### config.mk
export PLATFORM = sky130hd
export DESIGN_NAME = cvr_comparator_vref_ctrl
export DESIGN_NICKNAME = d
export VERILOG_FILES = /design/src/shared/cvr_pkg.sv /design/src/hdl/cvr_sync2.sv /design/src/hdl/cvr_tap_decode.sv /design/src/hdl/cvr_comparator_vref_ctrl.sv
export VERILOG_INCLUDE_DIRS = /design/src /design/src/shared
export SDC_FILE = /design/constraint.sdc
export NUM_CORES = 1
export LEC_CHECK = 0
export BUFFER_PORTS_ARGS = -buffer_cell sky130_fd_sc_hd__buf_4
export CAP_MARGIN = 20
export CELL_PAD_IN_SITES_DETAIL_PLACEMENT = 1
export CELL_PAD_IN_SITES_GLOBAL_PLACEMENT = 2
export CORE_ASPECT_RATIO = 0.9
export CORE_MARGIN = 1.5
export CORE_UTILIZATION = 26
export CTS_CLUSTER_DIAMETER = 50
export DETAILED_ROUTE_END_ITERATION = 12
export GPL_TIMING_DRIVEN = 0
export PLACE_DENSITY = 0.84
export SETUP_SLACK_MARGIN = 0.3
export SYNTH_ARGS = -nofsm -noshare
export SYNTH_HDL_FRONTEND = slang
export SYNTH_HIERARCHICAL = 1
export SYNTH_SLANG_ARGS = --single-unit
### constraint.sdc
create_clock -name ref_clk_i -period 3.65 [get_ports ref_clk_i]
set_input_delay 0.73 -clock ref_clk_i [delete_from_list [all_inputs] [get_ports ref_clk_i]]
set_output_delay 0.73 -clock ref_clk_i [all_outputs]
set_load 0.005 [all_outputs]
### src/shared/cvr_cfg.svh
// Offsets, field positions, reset values and codes of the comparator/reference bank

`ifndef CVR_CFG_SVH
`define CVR_CFG_SVH

// ----------------------------------------
// Register byte offsets
// ----------------------------------------
`define CVR_OFS_CMP   8'h00
`define CVR_OFS_REF   8'h04
`define CVR_OFS_STAT  8'h08
`define CVR_OFS_MASK  8'h0c

// ----------------------------------------
// Field positions
// ----------------------------------------
`define CVR_CMP_RES2   7
`define CVR_CMP_RES1   6
`define CVR_CMP_INV2   5
`define CVR_CMP_INV1   4
`define CVR_CMP_SWITCH 3
`define CVR_REF_EN     7
`define CVR_REF_OE     6
`define CVR_REF_RANGE  5
`define CVR_REF_SRC    4
`define CVR_STAT_CHG   0

// ----------------------------------------
// Reset values and mode codes
// ----------------------------------------
`define CVR_CMP_RESET  6'h07
`define CVR_REF_RESET  8'h00
`define CVR_MODE_OFF   3'b111
`define CVR_MODE_REF   3'b110

`endif

### src/shared/cvr_pkg.sv
// Types shared by the comparator/reference control bank
package cvr_pkg;

  // ----------------------------------------
  // Bus response codes
  // ----------------------------------------
  typedef enum logic [1:0] {
    CVR_RESP_OKAY   = 2'b00,
    CVR_RESP_SLVERR = 2'b10
  } cvr_resp_type;

  // ----------------------------------------
  // Register select, one-hot
  // ----------------------------------------
  typedef enum logic [4:0] {
    CVR_SEL_CMP  = 5'b00001,
    CVR_SEL_REF  = 5'b00010,
    CVR_SEL_STAT = 5'b00100,
    CVR_SEL_MASK = 5'b01000,
    CVR_SEL_NONE = 5'b10000
  } cvr_sel_type;

  // ----------------------------------------
  // Synchroniser state
  // ----------------------------------------
  typedef struct packed {
    logic [1:0] meta;
    logic [1:0] stable;
  } cvr_sync_state_type;

  // ----------------------------------------
  // Bank state
  // ----------------------------------------
  typedef struct packed {
    logic [5:0]   cmp_cfg;
    logic [7:0]   ref_ctl;
    logic [1:0]   result;
    logic [1:0]   snap;
    logic         chg_flag;
    logic         chg_mask;
    logic         aw_got;
    logic [7:0]   aw_addr;
    logic         w_got;
    logic [31:0]  w_data;
    logic [3:0]   w_strb;
    logic         b_valid;
    cvr_resp_type b_resp;
    logic         r_valid;
    logic [31:0]  r_data;
    cvr_resp_type r_resp;
  } cvr_state_type;

endpackage : cvr_pkg

### src/hdl/cvr_sync2.sv
// Two-stage synchroniser for the two raw comparator outputs
`timescale 1ns/1ps

module cvr_sync2
  import cvr_pkg::*;
(
  input  wire logic       ref_clk_i,
  input  wire logic       sys_rst_i,
  input  wire logic       ce_i,
  input  wire logic [1:0] async_i,
  output logic      [1:0] sync_o
);

  cvr_sync_state_type q;
  cvr_sync_state_type d;

  // Second stage reads only the first
  always_comb begin
    d        = q;
    d.meta   = async_i;
    d.stable = q.meta;
  end

  // State register
  always_ff @(posedge ref_clk_i) begin
    if (sys_rst_i) begin
      q <= '0;
    end else if (ce_i) begin
      q <= d;
    end
  end

  assign sync_o = q.stable;

endmodule : cvr_sync2

### src/hdl/cvr_tap_decode.sv
// One-hot ladder tap decode from range and level
`timescale 1ns/1ps

module cvr_tap_decode
  import cvr_pkg::*;
(
  input  wire logic        enable_i,
  input  wire logic        range_i,
  input  wire logic [3:0]  level_i,
  output logic      [31:0] taps_o
);

  // One bit set at the given index
  function automatic logic [31:0] cvr_onehot(input logic [4:0] idx);
    logic [31:0] v;
    v      = 32'h0000_0000;
    v[idx] = 1'b1;
    return v;
  endfunction : cvr_onehot

  // Low range taps 16..31, high range taps 0..15
  always_comb begin
    if (enable_i) begin
      taps_o = cvr_onehot({~range_i, level_i});
    end else begin
      taps_o = 32'h0000_0000;
    end
  end

endmodule : cvr_tap_decode

### src/hdl/cvr_comparator_vref_ctrl.sv
// Comparator and voltage reference control bank with AXI4-Lite slave
//
// The placing of the registers and the AXI4-Lite register port are this design's own decisions.
`timescale 1ns/1ps
`include "cvr_cfg.svh"

module cvr_comparator_vref_ctrl
  import cvr_pkg::*;
(
  // Clock, reset, enable
  input  wire logic        ref_clk_i,
  input  wire logic        sys_rst_i,
  input  wire logic        ce_i,
  // Write address channel
  input  wire logic [7:0]  s_axi_awaddr_i,
  input  wire logic        s_axi_awvalid_i,
  output logic             s_axi_awready_o,
  // Write data channel
  input  wire logic [31:0] s_axi_wdata_i,
  input  wire logic [3:0]  s_axi_wstrb_i,
  input  wire logic        s_axi_wvalid_i,
  output logic             s_axi_wready_o,
  // Write response channel
  output logic      [1:0]  s_axi_bresp_o,
  output logic             s_axi_bvalid_o,
  input  wire logic        s_axi_bready_i,
  // Read address channel
  input  wire logic [7:0]  s_axi_araddr_i,
  input  wire logic        s_axi_arvalid_i,
  output logic             s_axi_arready_o,
  // Read data channel
  output logic      [31:0] s_axi_rdata_o,
  output logic      [1:0]  s_axi_rresp_o,
  output logic             s_axi_rvalid_o,
  input  wire logic        s_axi_rready_i,
  // Analog comparator side
  input  wire logic        first_cmp_raw_i,
  input  wire logic        second_cmp_raw_i,
  output logic      [2:0]  comparator_mode_field_o,
  output logic             comparators_on_o,
  output logic             input_switch_o,
  output logic             ref_to_noninv_o,
  output logic             first_comparator_result_o,
  output logic             second_comparator_result_o,
  // Reference ladder side
  output logic             reference_enable_o,
  output logic             reference_pin_output_enable_o,
  output logic             reference_range_select_o,
  output logic             reference_source_select_o,
  output logic      [3:0]  reference_level_select_o,
  output logic      [31:0] ladder_tap_select_o,
  // Shared pin direction
  input  wire logic        port_direction_control_i,
  output logic             reference_pin_digital_oe_o,
  // Sleep, wake and interrupt
  input  wire logic        sleep_i,
  output logic             wake_o,
  output logic             irq_o,
  output logic             comparator_change_flag_o
);

  // ----------------------------------------
  // Reset image
  // ----------------------------------------

  // Comparators off, reference cleared
  localparam cvr_state_type CVR_RESET_STATE = '{
    cmp_cfg:  `CVR_CMP_RESET,
    ref_ctl:  `CVR_REF_RESET,
    result:   2'b00,
    snap:     2'b00,
    chg_flag: 1'b0,
    chg_mask: 1'b0,
    aw_got:   1'b0,
    aw_addr:  8'h00,
    w_got:    1'b0,
    w_data:   32'h0000_0000,
    w_strb:   4'h0,
    b_valid:  1'b0,
    b_resp:   CVR_RESP_OKAY,
    r_valid:  1'b0,
    r_data:   32'h0000_0000,
    r_resp:   CVR_RESP_OKAY
  };

  // ----------------------------------------
  // Address decode
  // ----------------------------------------

  // Byte address to register select
  function automatic cvr_sel_type cvr_decode(input logic [7:0] addr);
    cvr_sel_type s;
    case (addr)
      `CVR_OFS_CMP: begin
        s = CVR_SEL_CMP;
      end
      `CVR_OFS_REF: begin
        s = CVR_SEL_REF;
      end
      `CVR_OFS_STAT: begin
        s = CVR_SEL_STAT;
      end
      `CVR_OFS_MASK: begin
        s = CVR_SEL_MASK;
      end
      default: begin
        s = CVR_SEL_NONE;
      end
    endcase
    return s;
  endfunction : cvr_decode

  // ----------------------------------------
  // Declarations
  // ----------------------------------------

  cvr_state_type q;
  cvr_state_type d;
  logic [1:0]    raw_sync;
  logic          cmp_on;
  logic          mismatch;
  logic          aw_hs;
  logic          w_hs;
  logic          ar_hs;
  logic          wr_fire;
  logic          flag_clr;
  cvr_sel_type   wr_sel;
  cvr_sel_type   rd_sel;
  logic [7:0]    cmp_word;

  // ----------------------------------------
  // Raw comparator inputs
  // ----------------------------------------

  // Analog outputs are asynchronous to the bank clock
  cvr_sync2 u_sync (
    .ref_clk_i (ref_clk_i),
    .sys_rst_i (sys_rst_i),
    .ce_i      (ce_i),
    .async_i   ({second_cmp_raw_i, first_cmp_raw_i}),
    .sync_o    (raw_sync)
  );

  // ----------------------------------------
  // Handshakes
  // ----------------------------------------

  // Address and data held until both arrive
  assign s_axi_awready_o = ce_i & ~q.aw_got & ~q.b_valid;
  assign s_axi_wready_o  = ce_i & ~q.w_got & ~q.b_valid;
  assign s_axi_arready_o = ce_i & ~q.r_valid;

  // Transfer strobes
  assign aw_hs   = s_axi_awvalid_i & s_axi_awready_o;
  assign w_hs    = s_axi_wvalid_i & s_axi_wready_o;
  assign ar_hs   = s_axi_arvalid_i & s_axi_arready_o;
  assign wr_fire = q.aw_got & q.w_got;

  // Decoded targets
  assign wr_sel = cvr_decode(q.aw_addr);
  assign rd_sel = cvr_decode(s_axi_araddr_i);

  // ----------------------------------------
  // Comparator status
  // ----------------------------------------

  // Mode 111 powers both comparators down
  assign cmp_on   = (q.cmp_cfg[2:0] != `CVR_MODE_OFF);
  // Live results differ from the last value software saw
  assign mismatch = (q.result != q.snap);

  // Readback view of the comparator register
  assign cmp_word = {q.result[1], q.result[0], q.cmp_cfg};

  // Write-one-to-clear of the change flag
  assign flag_clr = wr_fire & (wr_sel == CVR_SEL_STAT) & q.w_strb[0]
                    & q.w_data[`CVR_STAT_CHG];

  // ----------------------------------------
  // Next state
  // ----------------------------------------

  always_comb begin
    d = q;

    // Results keep tracking in sleep; inversion applied here
    if (cmp_on) begin
      d.result = raw_sync ^ {q.cmp_cfg[`CVR_CMP_INV2], q.cmp_cfg[`CVR_CMP_INV1]};
    end else begin
      d.result = 2'b00;
    end

    // Capture write address
    if (aw_hs) begin
      d.aw_got  = 1'b1;
      d.aw_addr = s_axi_awaddr_i;
    end

    // Capture write data
    if (w_hs) begin
      d.w_got  = 1'b1;
      d.w_data = s_axi_wdata_i;
      d.w_strb = s_axi_wstrb_i;
    end

    // Write response taken
    if (q.b_valid && s_axi_bready_i) begin
      d.b_valid = 1'b0;
    end

    // Perform the write once both halves are in
    if (wr_fire) begin
      d.aw_got  = 1'b0;
      d.w_got   = 1'b0;
      d.b_valid = 1'b1;
      d.b_resp  = (wr_sel == CVR_SEL_NONE) ? CVR_RESP_SLVERR : CVR_RESP_OKAY;
      case (wr_sel)
        CVR_SEL_CMP: begin
          // Any write ends the mismatch
          d.snap = q.result;
          if (q.w_strb[0]) begin
            d.cmp_cfg = q.w_data[5:0];
          end
        end
        CVR_SEL_REF: begin
          if (q.w_strb[0]) begin
            d.ref_ctl = q.w_data[7:0];
          end
        end
        CVR_SEL_MASK: begin
          if (q.w_strb[0]) begin
            d.chg_mask = q.w_data[`CVR_STAT_CHG];
          end
        end
        CVR_SEL_STAT: begin
          d.chg_mask = q.chg_mask;
        end
        default: begin
          d.b_resp = CVR_RESP_SLVERR;
        end
      endcase
    end

    // Sticky change flag, a new change beats the clear
    d.chg_flag = mismatch | (q.chg_flag & ~flag_clr);

    // Read data taken
    if (q.r_valid && s_axi_rready_i) begin
      d.r_valid = 1'b0;
    end

    // Read request
    if (ar_hs) begin
      d.r_valid = 1'b1;
      d.r_resp  = CVR_RESP_OKAY;
      case (rd_sel)
        CVR_SEL_CMP: begin
          d.r_data = {24'h00_0000, cmp_word};
          // Reading also ends the mismatch
          d.snap   = q.result;
        end
        CVR_SEL_REF: begin
          d.r_data = {24'h00_0000, q.ref_ctl};
        end
        CVR_SEL_STAT: begin
          d.r_data = {31'h0000_0000, q.chg_flag};
        end
        CVR_SEL_MASK: begin
          d.r_data = {31'h0000_0000, q.chg_mask};
        end
        default: begin
          d.r_data = 32'h0000_0000;
          d.r_resp = CVR_RESP_SLVERR;
        end
      endcase
    end
  end

  // ----------------------------------------
  // State register
  // ----------------------------------------

  // Only reset clears the fields; sleep and wake never touch them
  always_ff @(posedge ref_clk_i) begin
    if (sys_rst_i) begin
      q <= CVR_RESET_STATE;
    end else if (ce_i) begin
      q <= d;
    end
  end

  // ----------------------------------------
  // Bus outputs
  // ----------------------------------------

  assign s_axi_bvalid_o = q.b_valid;
  assign s_axi_bresp_o  = q.b_resp;
  assign s_axi_rvalid_o = q.r_valid;
  assign s_axi_rresp_o  = q.r_resp;
  assign s_axi_rdata_o  = q.r_data;

  // ----------------------------------------
  // Comparator controls
  // ----------------------------------------

  assign comparator_mode_field_o    = q.cmp_cfg[2:0];
  assign comparators_on_o           = cmp_on;
  assign input_switch_o             = q.cmp_cfg[`CVR_CMP_SWITCH];
  // Internal reference only in the multiplexed mode
  assign ref_to_noninv_o            = (q.cmp_cfg[2:0] == `CVR_MODE_REF);
  assign first_comparator_result_o  = q.result[0];
  assign second_comparator_result_o = q.result[1];

  // ----------------------------------------
  // Reference controls
  // ----------------------------------------

  assign reference_enable_o            = q.ref_ctl[`CVR_REF_EN];
  assign reference_pin_output_enable_o = q.ref_ctl[`CVR_REF_OE];
  assign reference_range_select_o      = q.ref_ctl[`CVR_REF_RANGE];
  assign reference_source_select_o     = q.ref_ctl[`CVR_REF_SRC];
  assign reference_level_select_o      = q.ref_ctl[3:0];

  // Ladder tap picker
  cvr_tap_decode u_taps (
    .enable_i (q.ref_ctl[`CVR_REF_EN]),
    .range_i  (q.ref_ctl[`CVR_REF_RANGE]),
    .level_i  (q.ref_ctl[3:0]),
    .taps_o   (ladder_tap_select_o)
  );

  // Reference routing turns the pin's digital driver off
  assign reference_pin_digital_oe_o = ~q.ref_ctl[`CVR_REF_OE]
                                      & ~port_direction_control_i;

  // ----------------------------------------
  // Interrupt and wake
  // ----------------------------------------

  assign comparator_change_flag_o = q.chg_flag;
  assign irq_o                    = q.chg_flag & q.chg_mask;
  // Enabled interrupt wakes the sleeping device
  assign wake_o                   = sleep_i & q.chg_flag & q.chg_mask;

endmodule : cvr_comparator_vref_ctrl

### Word-level counts from Yosys, hierarchy flattened

Cells that the tools add are included.

| storage, ports and cells | value |
|---|---|
| bits in registers | 108 |
| output and inout port bits | 93 |
| logic and storage cells | 109 |
| input bits | 64 |

| cells by class | value |
|---|---|
| reduce and logical (&&, ||, !) cells | 22 |
| mux-type cells | 22 |
| magnitude comparators | 2 |
| eq/ne operators | 18 |
| bitwise gates (word level) | 27 |

Operator list:

| operator | number |
|---|---|
| $pmux W5 S4 | 2 |
| $mux W37 | 1 |
| $mux W35 | 1 |
| $eq A8 B4 Y1 const B | 4 |
| $mux W32 | 1 |
| $pmux W8 S4 | 1 |
| $and A1 B1 Y1 | 17 |
| $eq A8 B3 Y1 const B | 2 |
| $logic_not A8 Y1 | 2 |
| $mux W2 | 8 |
| $reduce_and A2 Y1 | 8 |
| $reduce_and A4 Y1 | 3 |
| $eq A5 B1 Y1 const B | 2 |
| $eq A5 B2 Y1 const B | 2 |
| $eq A5 B3 Y1 const B | 2 |
| $eq A5 B4 Y1 const B | 2 |
| $mux W9 | 1 |
| $not A1 Y1 | 8 |
| $reduce_bool A2 Y1 | 4 |
| $reduce_or A4 Y1 | 2 |
| $lt A5 B6 Y1 const B | 1 |
| $demux W1 S5 | 1 |
| $eq A5 B5 Y1 const B | 1 |
| $ge A5 B1 Y1 const B | 1 |
| other kinds (8) | 14 |

### Logic depth before layout (Yosys ltp)

Gate-level depths: netlist of run 1.

| logic depth | value |
|---|---|
| depth in word-level cells | 9 |
| depth in mapped cells | 5 |
| depth with buffers taken out | 4 |

### Modules after synthesis

The synthesis of run 1 kept the hierarchy.

Modules (own cells, without submodules):

| module | times used | seq. area each (µm²) | area each (µm²) | cells an instance |
|---|---|---|---|---|
| cvr_comparator_vref_ctrl | 1 | 1021.0 | 2611.3 | 296 |
| cvr_tap_decode | 1 | 0.0 | 230.2 | 47 |
| cvr_sync2 | 1 | 80.1 | 140.1 | 13 |

### Least setup slack after synthesis of run 1

Ideal clock, no wire load.

| timing path | value |
|---|---|
| path type | input port to flip-flop |
| start point | input s_axi_araddr_i[7] |
| end point | register q[86] (netlist bit) |
| arrival time | 1.800 ns |
| stages | 4 |
| setup time | 0.131 ns |
| path buffers | 0 |
| required time | 3.519 ns |
| slack | 1.719 ns |
| cell sequence | or4_4 > nor4_4 > or3b_1 > a21oi_2 |

| on the way | value |
|---|---|
| cells in the longest elaborated chain, start to end | 5 |
| elaborated cells on any way between the ends | 8 |
| classes of those cells | eq/ne (4); mux (3); reduce/logical (1) |

RTL lines:

| element | line | RTL |
|---|---|---|
| start, declared | cvr_comparator_vref_ctrl.sv:28 | `input wire logic [7:0] s_axi_araddr_i,` |
| $eq A8 B4 Y1, or another cell as far along | cvr_comparator_vref_ctrl.sv:93 | `case (addr)` |
| $pmux W5 S4 * | cvr_comparator_vref_ctrl.sv:93 |  |
| $eq A5 B1 Y1 * | cvr_comparator_vref_ctrl.sv:256 | `case (rd_sel)` |
| $mux W2 * | cvr_comparator_vref_ctrl.sv:256 |  |
| $mux W2 * | cvr_comparator_vref_ctrl.sv:253 | `if (ar_hs) begin` |
| end signal, assigned | cvr_comparator_vref_ctrl.sv:286 | `q <= CVR_RESET_STATE;` |
| end signal, assigned | cvr_comparator_vref_ctrl.sv:288 | `q <= d;` |
| end, declared | cvr_comparator_vref_ctrl.sv:117 | `cvr_state_type q;` |

Mark *: on every way between the ends. The rest lies on a longest branch, timed or not.
A chain may end at the register's enable or synchronous reset.

### Final worst setup path of run 1

| timing path | value |
|---|---|
| start point | register q (netlist bit reference_enable_o) |
| end point | output ladder_tap_select_o[18] |

| on the way | value |
|---|---|
| cells in the longest elaborated chain, start to end | 1 |

RTL lines:

| element | line | RTL |
|---|---|---|
| $mux W32 | cvr_tap_decode.sv:23 | `if (enable_i) begin` |
| end, declared | cvr_comparator_vref_ctrl.sv:51 | `output logic [31:0] ladder_tap_select_o,` |

No other way between the ends.

==> results of run 1 <==
[cell usage after synthesis, types with 4 or more instances]
library cell | n | area (um2)
a21oi_1 | 23 | 115
a22oi_1 | 7 | 52.6
buf_2 | 5 | 25.0
buf_4 | 43 | 323
clkbuf_1 | 11 | 41.3
dfxtp_1 | 55 | 1100
mux2_2 | 7 | 78.8
mux2i_1 | 20 | 200
nand2_1 | 42 | 158
nand2b_1 | 24 | 150
nand3_1 | 5 | 25.0
nand4b_1 | 4 | 35.0
nand4bb_1 | 4 | 45.0
nor2_1 | 58 | 218
nor3_1 | 4 | 20.0
o21ai_0 | 4 | 20.0
xor2_1 | 4 | 35.0
[flip-flops by register name, summed over array words and instances, names as in the netlist, 2 cells and up]
signal	count
comparator_mode_field_o	3
q	22
s_axi_rdata_o	8
u_sync/sync_o	2
reference_level_select_o	4
cmp_word	2
u_sync/d	2
[worst register-to-register path, stage by stage (launching register included)]
cell	delay, ps
dfxtp_1	330
nor4_4	390
nand3_4	170
nor4_4	450
mux2i_1	240
[cells by family (layout without fill, tap and decap cells)]
kind of cell | after synthesis | count (layout) | share of synthesized area (%)
and+or+nand+nor | 168 | 168 | 31.1
other | 1 | 26 | 0.126
AOI/OAI and AO/OA | 40 | 40 | 7.76
DFF | 55 | 55 | 36.9
muxes | 27 | 27 | 9.36
buffers and inverters | 61 | 171 | 13.6
xor gates and xnor gates | 4 | 4 | 1.17
[metal layers]
| metal | vias up | GRT usage [%] | routed length (um) |
|---|---|---|---|
| met5 | - | 0 | 0 |
| met4 | 0 | 2.87 | 74 |
| met3 | 7 | 3.19 | 561 |
| met2 | 85 | 24.7 | 4100 |
| met1 | 1270 | 18.5 | 3990 |
| li1 | 1388 | - | - |
[through the flow]
step | power, W | instance area, um2 | util, % | hold slack (ps) | worst slack (ps)
6_report | 0.00134 | 4210 | 38.3 | 463 | 1270
5_1_grt | 0.00139 | 4210 | 38.3 | 475 | 1170
4_1_cts | 0.00135 | 4210 | 38.3 | 464 | 1250
3_5_place_dp | 0.000792 | 4030 | 36.7 | 454 | 1400
3_3_place_gp | 0.000788 | 4030 | 36.7 | 444 | 1430
2_1_floorplan | 0.000731 | 3080 | - | 432 | 1720
[final cells by class]
type                            count  area, um2
Buffer                             61        405
Clock buffer                        6        139
Clock inverter                      2       35.0
Fill cell                        1373       6790
Multi-Input combinational cell    265       1570
Sequential cell                    55       1100
Tap cell                          152        190
Timing Repair Buffer              102        766
[path summary, 6_finish.rpt]
check                                  to  cells after the start
setup reg to reg              cmp_word[4]                      4
hold / removal           s_axi_rdata_o[0]                      2
setup / recovery  ladder_tap_select_o[18]                      3
hold reg to reg          s_axi_rdata_o[0]                      2
[power by group through the flow]
stage	Combinational [W]	Sequential (W)	Clock [W]
global route	0.000167	0.000630	0.000593
finish	0.000149	0.000628	0.000558
global placement	0.000147	0.000641	0
detailed placement	0.000150	0.000642	0
CTS	0.000151	0.000628	0.000567
floorplan	0.0000922	0.000638	0
==> metrics.cfg, run 1 <==
[sta]
hold_viol_final=0
finalMaxSlewViolations=0
setup_viol=0
layout_min_cycle_time_ps=2380
finalClockSkew_ps=3.86
final.period_utilization_pct=65.3
tns_ps=0
tightest_slew_ps=607
fmax_ghz=0.420
relSlewSlack_pct=59.5
rsz0062_at_grt=false

[placement]
dp_hpwl_um=7030
placedCellCount=635
place_congestion=0.734
portBuffers=102

[yosys]
synth_flop_cell=dfxtp_1
synth_edf_count=0
syn_inst=356
ys_types=39
syn-cell-area_um2=2980
seq_area_frac_synth_pct=36.9
synth.avg_cell_area_um2=8.38
ys_async_sr_fraction_pct=0
ys.warnings.count=6
ys_ff_latch=55

[worst_setup_path]
worstSetupStartpointType=register
critPathKind=register to primary output
required_ps=2920
r2r_setup_slack_ps=2000
critPathLaunch=reference_enable_o
r2r-start=q[82]
worst_path_largest_cell_delay_ps=560
cp_cell_sequence=or4b_1 -> nor2_1 -> buf_4
worstPathArrival_ps=1650
critPathTopFamily=simple AND/OR/NAND/NOR gates
cp-end-kind=primary output
crit_fanout=11
crit_buf_inv=1
slowest_stage=or4b_1

[drt]
drt_iter0_markers=83
postRouteAntennaNets=0
wl_per_cell_um=13.6
via_per_inst=4.28
num_vias=2750
drc=0
dr.pass1.iters=4
routed_wl_um=8720

[power_and_ir_drop]
p_int_w=0.00103
pwr-share-clk_pct=41.8
powerDensity_nw_per_um2=318
combPwrFrac_pct=11.2
ir_worst_vdd_mv=0.191
seqPwrFrac_pct=47.0
p_leak_nw=1.87
switching_power_w=0.000300
swShare_pct=22.5

[clock_tree]
cts_hold_buf=0
numClockSinks=55
cts_tree=yes
cts_buffers=5
cts_root_buf=clkbuf_16
ctsResizeCount=0
cts_max_level=2
insertion_delay_ps=290
path_clk_slew_ps=70
post_cts_buffers=0
clk_path_buf_depth=2

[run]
maxCapViolCount=0

[die]
die_area_um2=12100
die_h_um=105
fp.dieW_um=116
row_count=36
start_util_pct=27.1
core_area_um2=11000
ios=157

[grt]
grt_max_degree=17
track_usage_pct=14.4
grt_pass1_wl_um=14000
overflow=0
antenna_found_initial=0
grt_pass1_vias=2750

[final_layout]
drive_gt1_share_pct=36.3
layout_common_cells=buf_4, nor2_1, dfxtp_1
areaGrowthSynthToFinish_pct=41.0
antenna_cells=0
layout_commonest_cell=buf_4
layoutNonFillerInstCount=643
nets=554

[min_path]
min_path_type=register to register
worstHoldStart=s_axi_rdata_o[0]

[run_status]
outcome=finished clean

Power figures use the tool's default switching activity.
==> run 2: changes to the inputs <==
CORE_UTILIZATION = 24   (was 26)
PLACE_DENSITY = 0.78   (was 0.84)
clock period = 2.37 ns   (was 3.65 ns; I/O delays follow)
==> run 2 against run 1 <==
Clock skew grew 3.6 ps. Combinational power grew 53%. Register-to-register slack lost 1300 ps. Largest cell class unchanged. Core utilization shrank 3.3 points. Clock-buffer cell count is the same. Clock power grew 55%. First-iteration DRC count shrank 4.8%. Critical path depth is the same. Setup slack lost 880 ps. Largest power group unchanged. Sequential share of layout area is essentially flat. Non-clock buffer count is the same. Worst hold slack lost 84 ps.
==> metrics.cfg, run 2 (synthesized netlist as in run 1, its figures left out) <==
[run_status]
outcome=finished clean

[worst_setup_path]
worstSetupStartpointType=register
cp_cell_sequence=or4b_4 -> nor2_1 -> buf_4
cp-end-kind=primary output
worst_path_largest_cell_delay_ps=550
critPathLaunch=reference_range_select_o
worstSetupEndpoint=ladder_tap_select_o[18]
crit_fanout=11
r2r_setup_slack_ps=700
r2r-start=q[82]
slowest_stage=or4b_4
critPathKind=register to primary output
required_ps=1900
rr_worst_depth=5
reg2reg_to=reference_level_select_o[2]
worstPathArrival_ps=1510

[grt]
grt_max_degree=17
antenna_found_initial=0
grt_pass1_vias=2641
grt_pass1_wl_um=13500
overflow=0
track_usage_pct=13.1

[drt]
drc=0
postRouteAntennaNets=0
drt_iter0_markers=79
dr.pass1.iters=4
via_per_inst=4.14
num_vias=2696
wl_per_cell_um=13.2
routed_wl_um=8580

[placement]
portBuffers=102
dp_hpwl_um=6960
placedCellCount=643
place_ws_ps=394
place_area_um2=4040
place_congestion=0.736

[final_layout]
nFillCells=1479
layout_commonest_cell=buf_4
largest_reg_flops=22
antenna_cells=0
drive_gt1_share_pct=37.3
fin_util_pct=35.0
stdcell_area_um2=4220
layout_common_cells=buf_4, nor2_1, dfxtp_1
areaGrowthSynthToFinish_pct=41.7
nets=554
regMostFlops=q
layoutNonFillerInstCount=651

[sta]
layout_min_cycle_time_ps=1990
finalMaxSlewViolations=0
setup_viol=0
fmax_ghz=0.503
fin_ws_ps=383
tns_ps=0
rsz0062_at_grt=true
tightest_slew_ps=548
hold_viol_final=0
finalClockSkew_ps=7.42
relSlewSlack_pct=63.5
final.period_utilization_pct=83.9

[die]
start_util_pct=24.7
row_count=38
die_h_um=109
die_area_um2=13100
fp.dieW_um=120
core_area_um2=12100
ios=157

[min_path]
min_path_type=primary input to register
worstHoldStart=sys_rst_i

[clock_tree]
path_clk_slew_ps=70
cts_tree=yes
cts_max_level=2
clk_path_buf_depth=2
insertion_delay_ps=300
cts_buffers=5
cts_root_buf=clkbuf_16
numClockSinks=55

[run]
maxCapViolCount=0

[power_and_ir_drop]
p_leak_nw=1.88
ir_worst_vdd_mv=0.249
powerDensity_nw_per_um2=487

==> run 2: cell counts in the layout (fill, tap and decap cells not counted) <==
No cell type changed its count.
==> run 2: per-stage QoR <==
stage / power (W) / hold slack [ps]
after floorplan: 0.00113 / 432
after global placement: 0.00121 / 444
after detailed placement: 0.00122 / 451
after CTS: 0.00210 / 373
after global routing: 0.00216 / 365
final: 0.00206 / 378
==> run 2: final cells by class <==
| type | count | area [um2] | area share, % |
|---|---|---|---|
| multi-input combinational | 265 | 1570 | 37.2 |
| sequential | 55 | 1100 | 26.2 |
| timing repair buffer | 102 | 766 | 18.1 |
| buffer | 61 | 407 | 9.63 |
| tap | 160 | 200 | 4.74 |
| clock buffer | 6 | 139 | 3.29 |
| clock inverter | 2 | 35.0 | 0.829 |
==> run 2: critical path: cells and delay by family (launching register included) <==
kind,cells,cell delay (ps)
buffers and inverters,1,120
DFF,1,430
and+or+nand+nor,2,670
==> run 2: how the worst min path moves through the flow <==
stage / cells past startpoint / endpoint / slack (ps)
after CTS: 2 / u_sync/sync_o[0] / 370
final: 2 / u_sync/sync_o[0] / 380
after global placement: 2 / q[81] / 440
after detailed placement: 2 / q[81] / 450
after global routing: 2 / u_sync/sync_o[1] / 370
after floorplan: 2 / s_axi_rdata_o[0] / 430
==> run 2: power breakdown <==
part / total, W / internal, W / switching, W
registers: 0.000967 / 0.000946 / 0.0000205
clock network: 0.000863 / 0.000526 / 0.000337
logic: 0.000228 / 0.000121 / 0.000107
==> run 2: repair_timing <==
action,CTS,global route
pin swaps,0,0
resized for setup,1,5
hold buffers,0,0
setup endpoints to repair,4,6
setup buffers,0,0
==> run 2: metal layers <==
| metal | vias up | part of all wire, % | global-route usage [%] |
|---|---|---|---|
| met5 | - | 0 | 0 |
| met4 | 0 | 0.78 | 2.77 |
| met3 | 8 | 6.6 | 3.77 |
| met2 | 85 | 47 | 22.4 |
| met1 | 1215 | 46 | 16.3 |
| li1 | 1388 | - | - |
==> run 3: changes to the inputs <==
clock period = 2 ns   (was 2.37 ns; I/O delays follow)
==> run 3 against run 2 <==
Global-route usage rose by 0.53 points. Sequential share of layout area decreased by 1.8 points. Die area stayed put. Setup slack got worse by 270 ps. Critical path depth unchanged. First-iteration DRC count fell by 18%. Cell count grew 3.2%. Cell area rose by 9.0%. Register-to-register slack got worse by 270 ps. Non-clock buffer count up 21. Largest power group unchanged.
==> metrics.cfg, run 3 (synthesized netlist as in run 1, its figures left out) <==
[worst_setup_path]
worstSetupStartpointType=register
slowest_stage=or4b_4
worstPathArrival_ps=1490
crit_fanout=4
r2r_setup_slack_ps=430
r2r-start=q[79]
cp_cell_sequence=or4b_4 -> nor2_2 -> buf_4
cp-end-kind=primary output
reg2reg_to=reference_range_select_o
critPathTopFamily=simple AND/OR/NAND/NOR gates
rr_worst_depth=5
crit_buf_inv=1
critPathKind=register to primary output
required_ps=1600
worst_path_largest_cell_delay_ps=580
critPathLaunch=reference_level_select_o[2]
worst-path-stages=3

[min_path]
whs_path_depth=2
worstHoldStart=sys_rst_i
hold_end=u_sync/sync_o[0]
min_path_type=primary input to register

[clock_tree]
cts_buffers=5
cts_tree=yes
clk_path_buf_depth=2
path_clk_slew_ps=70
numClockSinks=55
cts_root_buf=clkbuf_16
insertion_delay_ps=300
cts_max_level=2
cts_hold_buf=0

[grt]
grt.met1_usage_pct=16.8
gr-usage-met3_pct=3.82
grt_pass1_vias=2720
gr-max-usage-layer=met2
antenna_found_initial=0
track_usage_pct=13.6
overflow=0
grt_max_degree=17
grt_pass1_wl_um=14000
grtUsageMet2_pct=23.7

[final_layout]
largest_reg_flops=22
regMostFlops=q
layout_commonest_cell=buf_4
areaGrowthSynthToFinish_pct=54.4
regArea_um2=1120
drive_gt1_share_pct=45.5
nFillCells=1470
multi_input_area_um2=1690
nets=575
layout_common_cells=buf_4, dfxtp_1, nor2_1
antenna_cells=0

[die]
core_area_um2=12100
start_util_pct=24.7
ios=157
die_area_um2=13100
row_count=38
die_h_um=109
fp.dieW_um=120

[power_and_ir_drop]
powerDensity_nw_per_um2=531
p_leak_nw=2.03
p_int_w=0.00189
pwr-share-clk_pct=42.0
ir_worst_vdd_mv=0.296
switching_power_w=0.000557
combPwrFrac_pct=11.4
power.total_w=0.00244
seqPwrFrac_pct=46.6
swShare_pct=22.8

[drt]
postRouteAntennaNets=0
dr.pass1.iters=4
num_vias=2823
wl_per_cell_um=13.8
routed_wl_um=9300
drt_iter0_markers=65
via_per_inst=4.20
drc=0

[sta]
finalClockSkew_ps=6.76
hold_viol_final=0
setup_viol=0
fmax_ghz=0.530
finalMaxSlewViolations=0
final.period_utilization_pct=94.3
tightest_slew_ps=523
relSlewSlack_pct=65.2
rsz0062_at_grt=true
tns_ps=0
layout_min_cycle_time_ps=1890

[run]
maxCapViolCount=0

[run_status]
outcome=finished clean

[placement]
dp_hpwl_um=6960
place_congestion=0.736
portBuffers=102

run 3: cell type report:
cell class	instances	area share, %
repair buffers	123	21.4
well taps	160	4.35
multi-input cells	265	36.6
plain buffers	61	9.40
clock buffers	6	3.02
flip-flops and latches	55	24.4
clock inverters	2	0.761
run 3: metrics by stage:
stage | utilization (%) | std cells | area, um2 | worst slack (ps) | hold slack, ps
2_1_floorplan | - | 381 | 3080 | 399 | 432
3_3_place_gp | 33.5 | 643 | 4040 | 111 | 444
3_5_place_dp | 33.5 | 643 | 4040 | 97.5 | 451
4_1_cts | 36.5 | 658 | 4410 | 170 | 299
5_1_grt | 38.1 | 672 | 4600 | 86.9 | 291
6_report | 38.1 | 672 | 4600 | 115 | 304
run 3: what timing repair did:
item | CTS | global route
setup buffers | 7 | 13
gates resized for setup | 36 | 27
cloned | 0 | 1
setup endpoints to repair | 33 | 63
pin swaps | 11 | 18
run 3: routing by layer:
metal,vias up,share of wire (%)
li1,1432,-
met1,1296,43
met2,85,50
met3,10,5.9
met4,0,0.97
met5,-,0
run 3: power by group through the flow:
stage	sequential (W)	clock, W	combinational (W)
floorplan	0.00116	0	0.000168
global route	0.00114	0.00112	0.000308
CTS	0.00114	0.00106	0.000274
global placement	0.00117	0	0.000269
detailed placement	0.00117	0	0.000272
finish	0.00114	0.00103	0.000277
run 3: worst max-delay path by stage:
stage,slack (ps),end
2_1_floorplan,400,q[86]
3_3_place_gp,110,q[43]
3_5_place_dp,100,q[82]
4_1_cts,170,ladder_tap_select_o[19]
5_1_grt,90,ladder_tap_select_o[18]
6_report,110,ladder_tap_select_o[18]
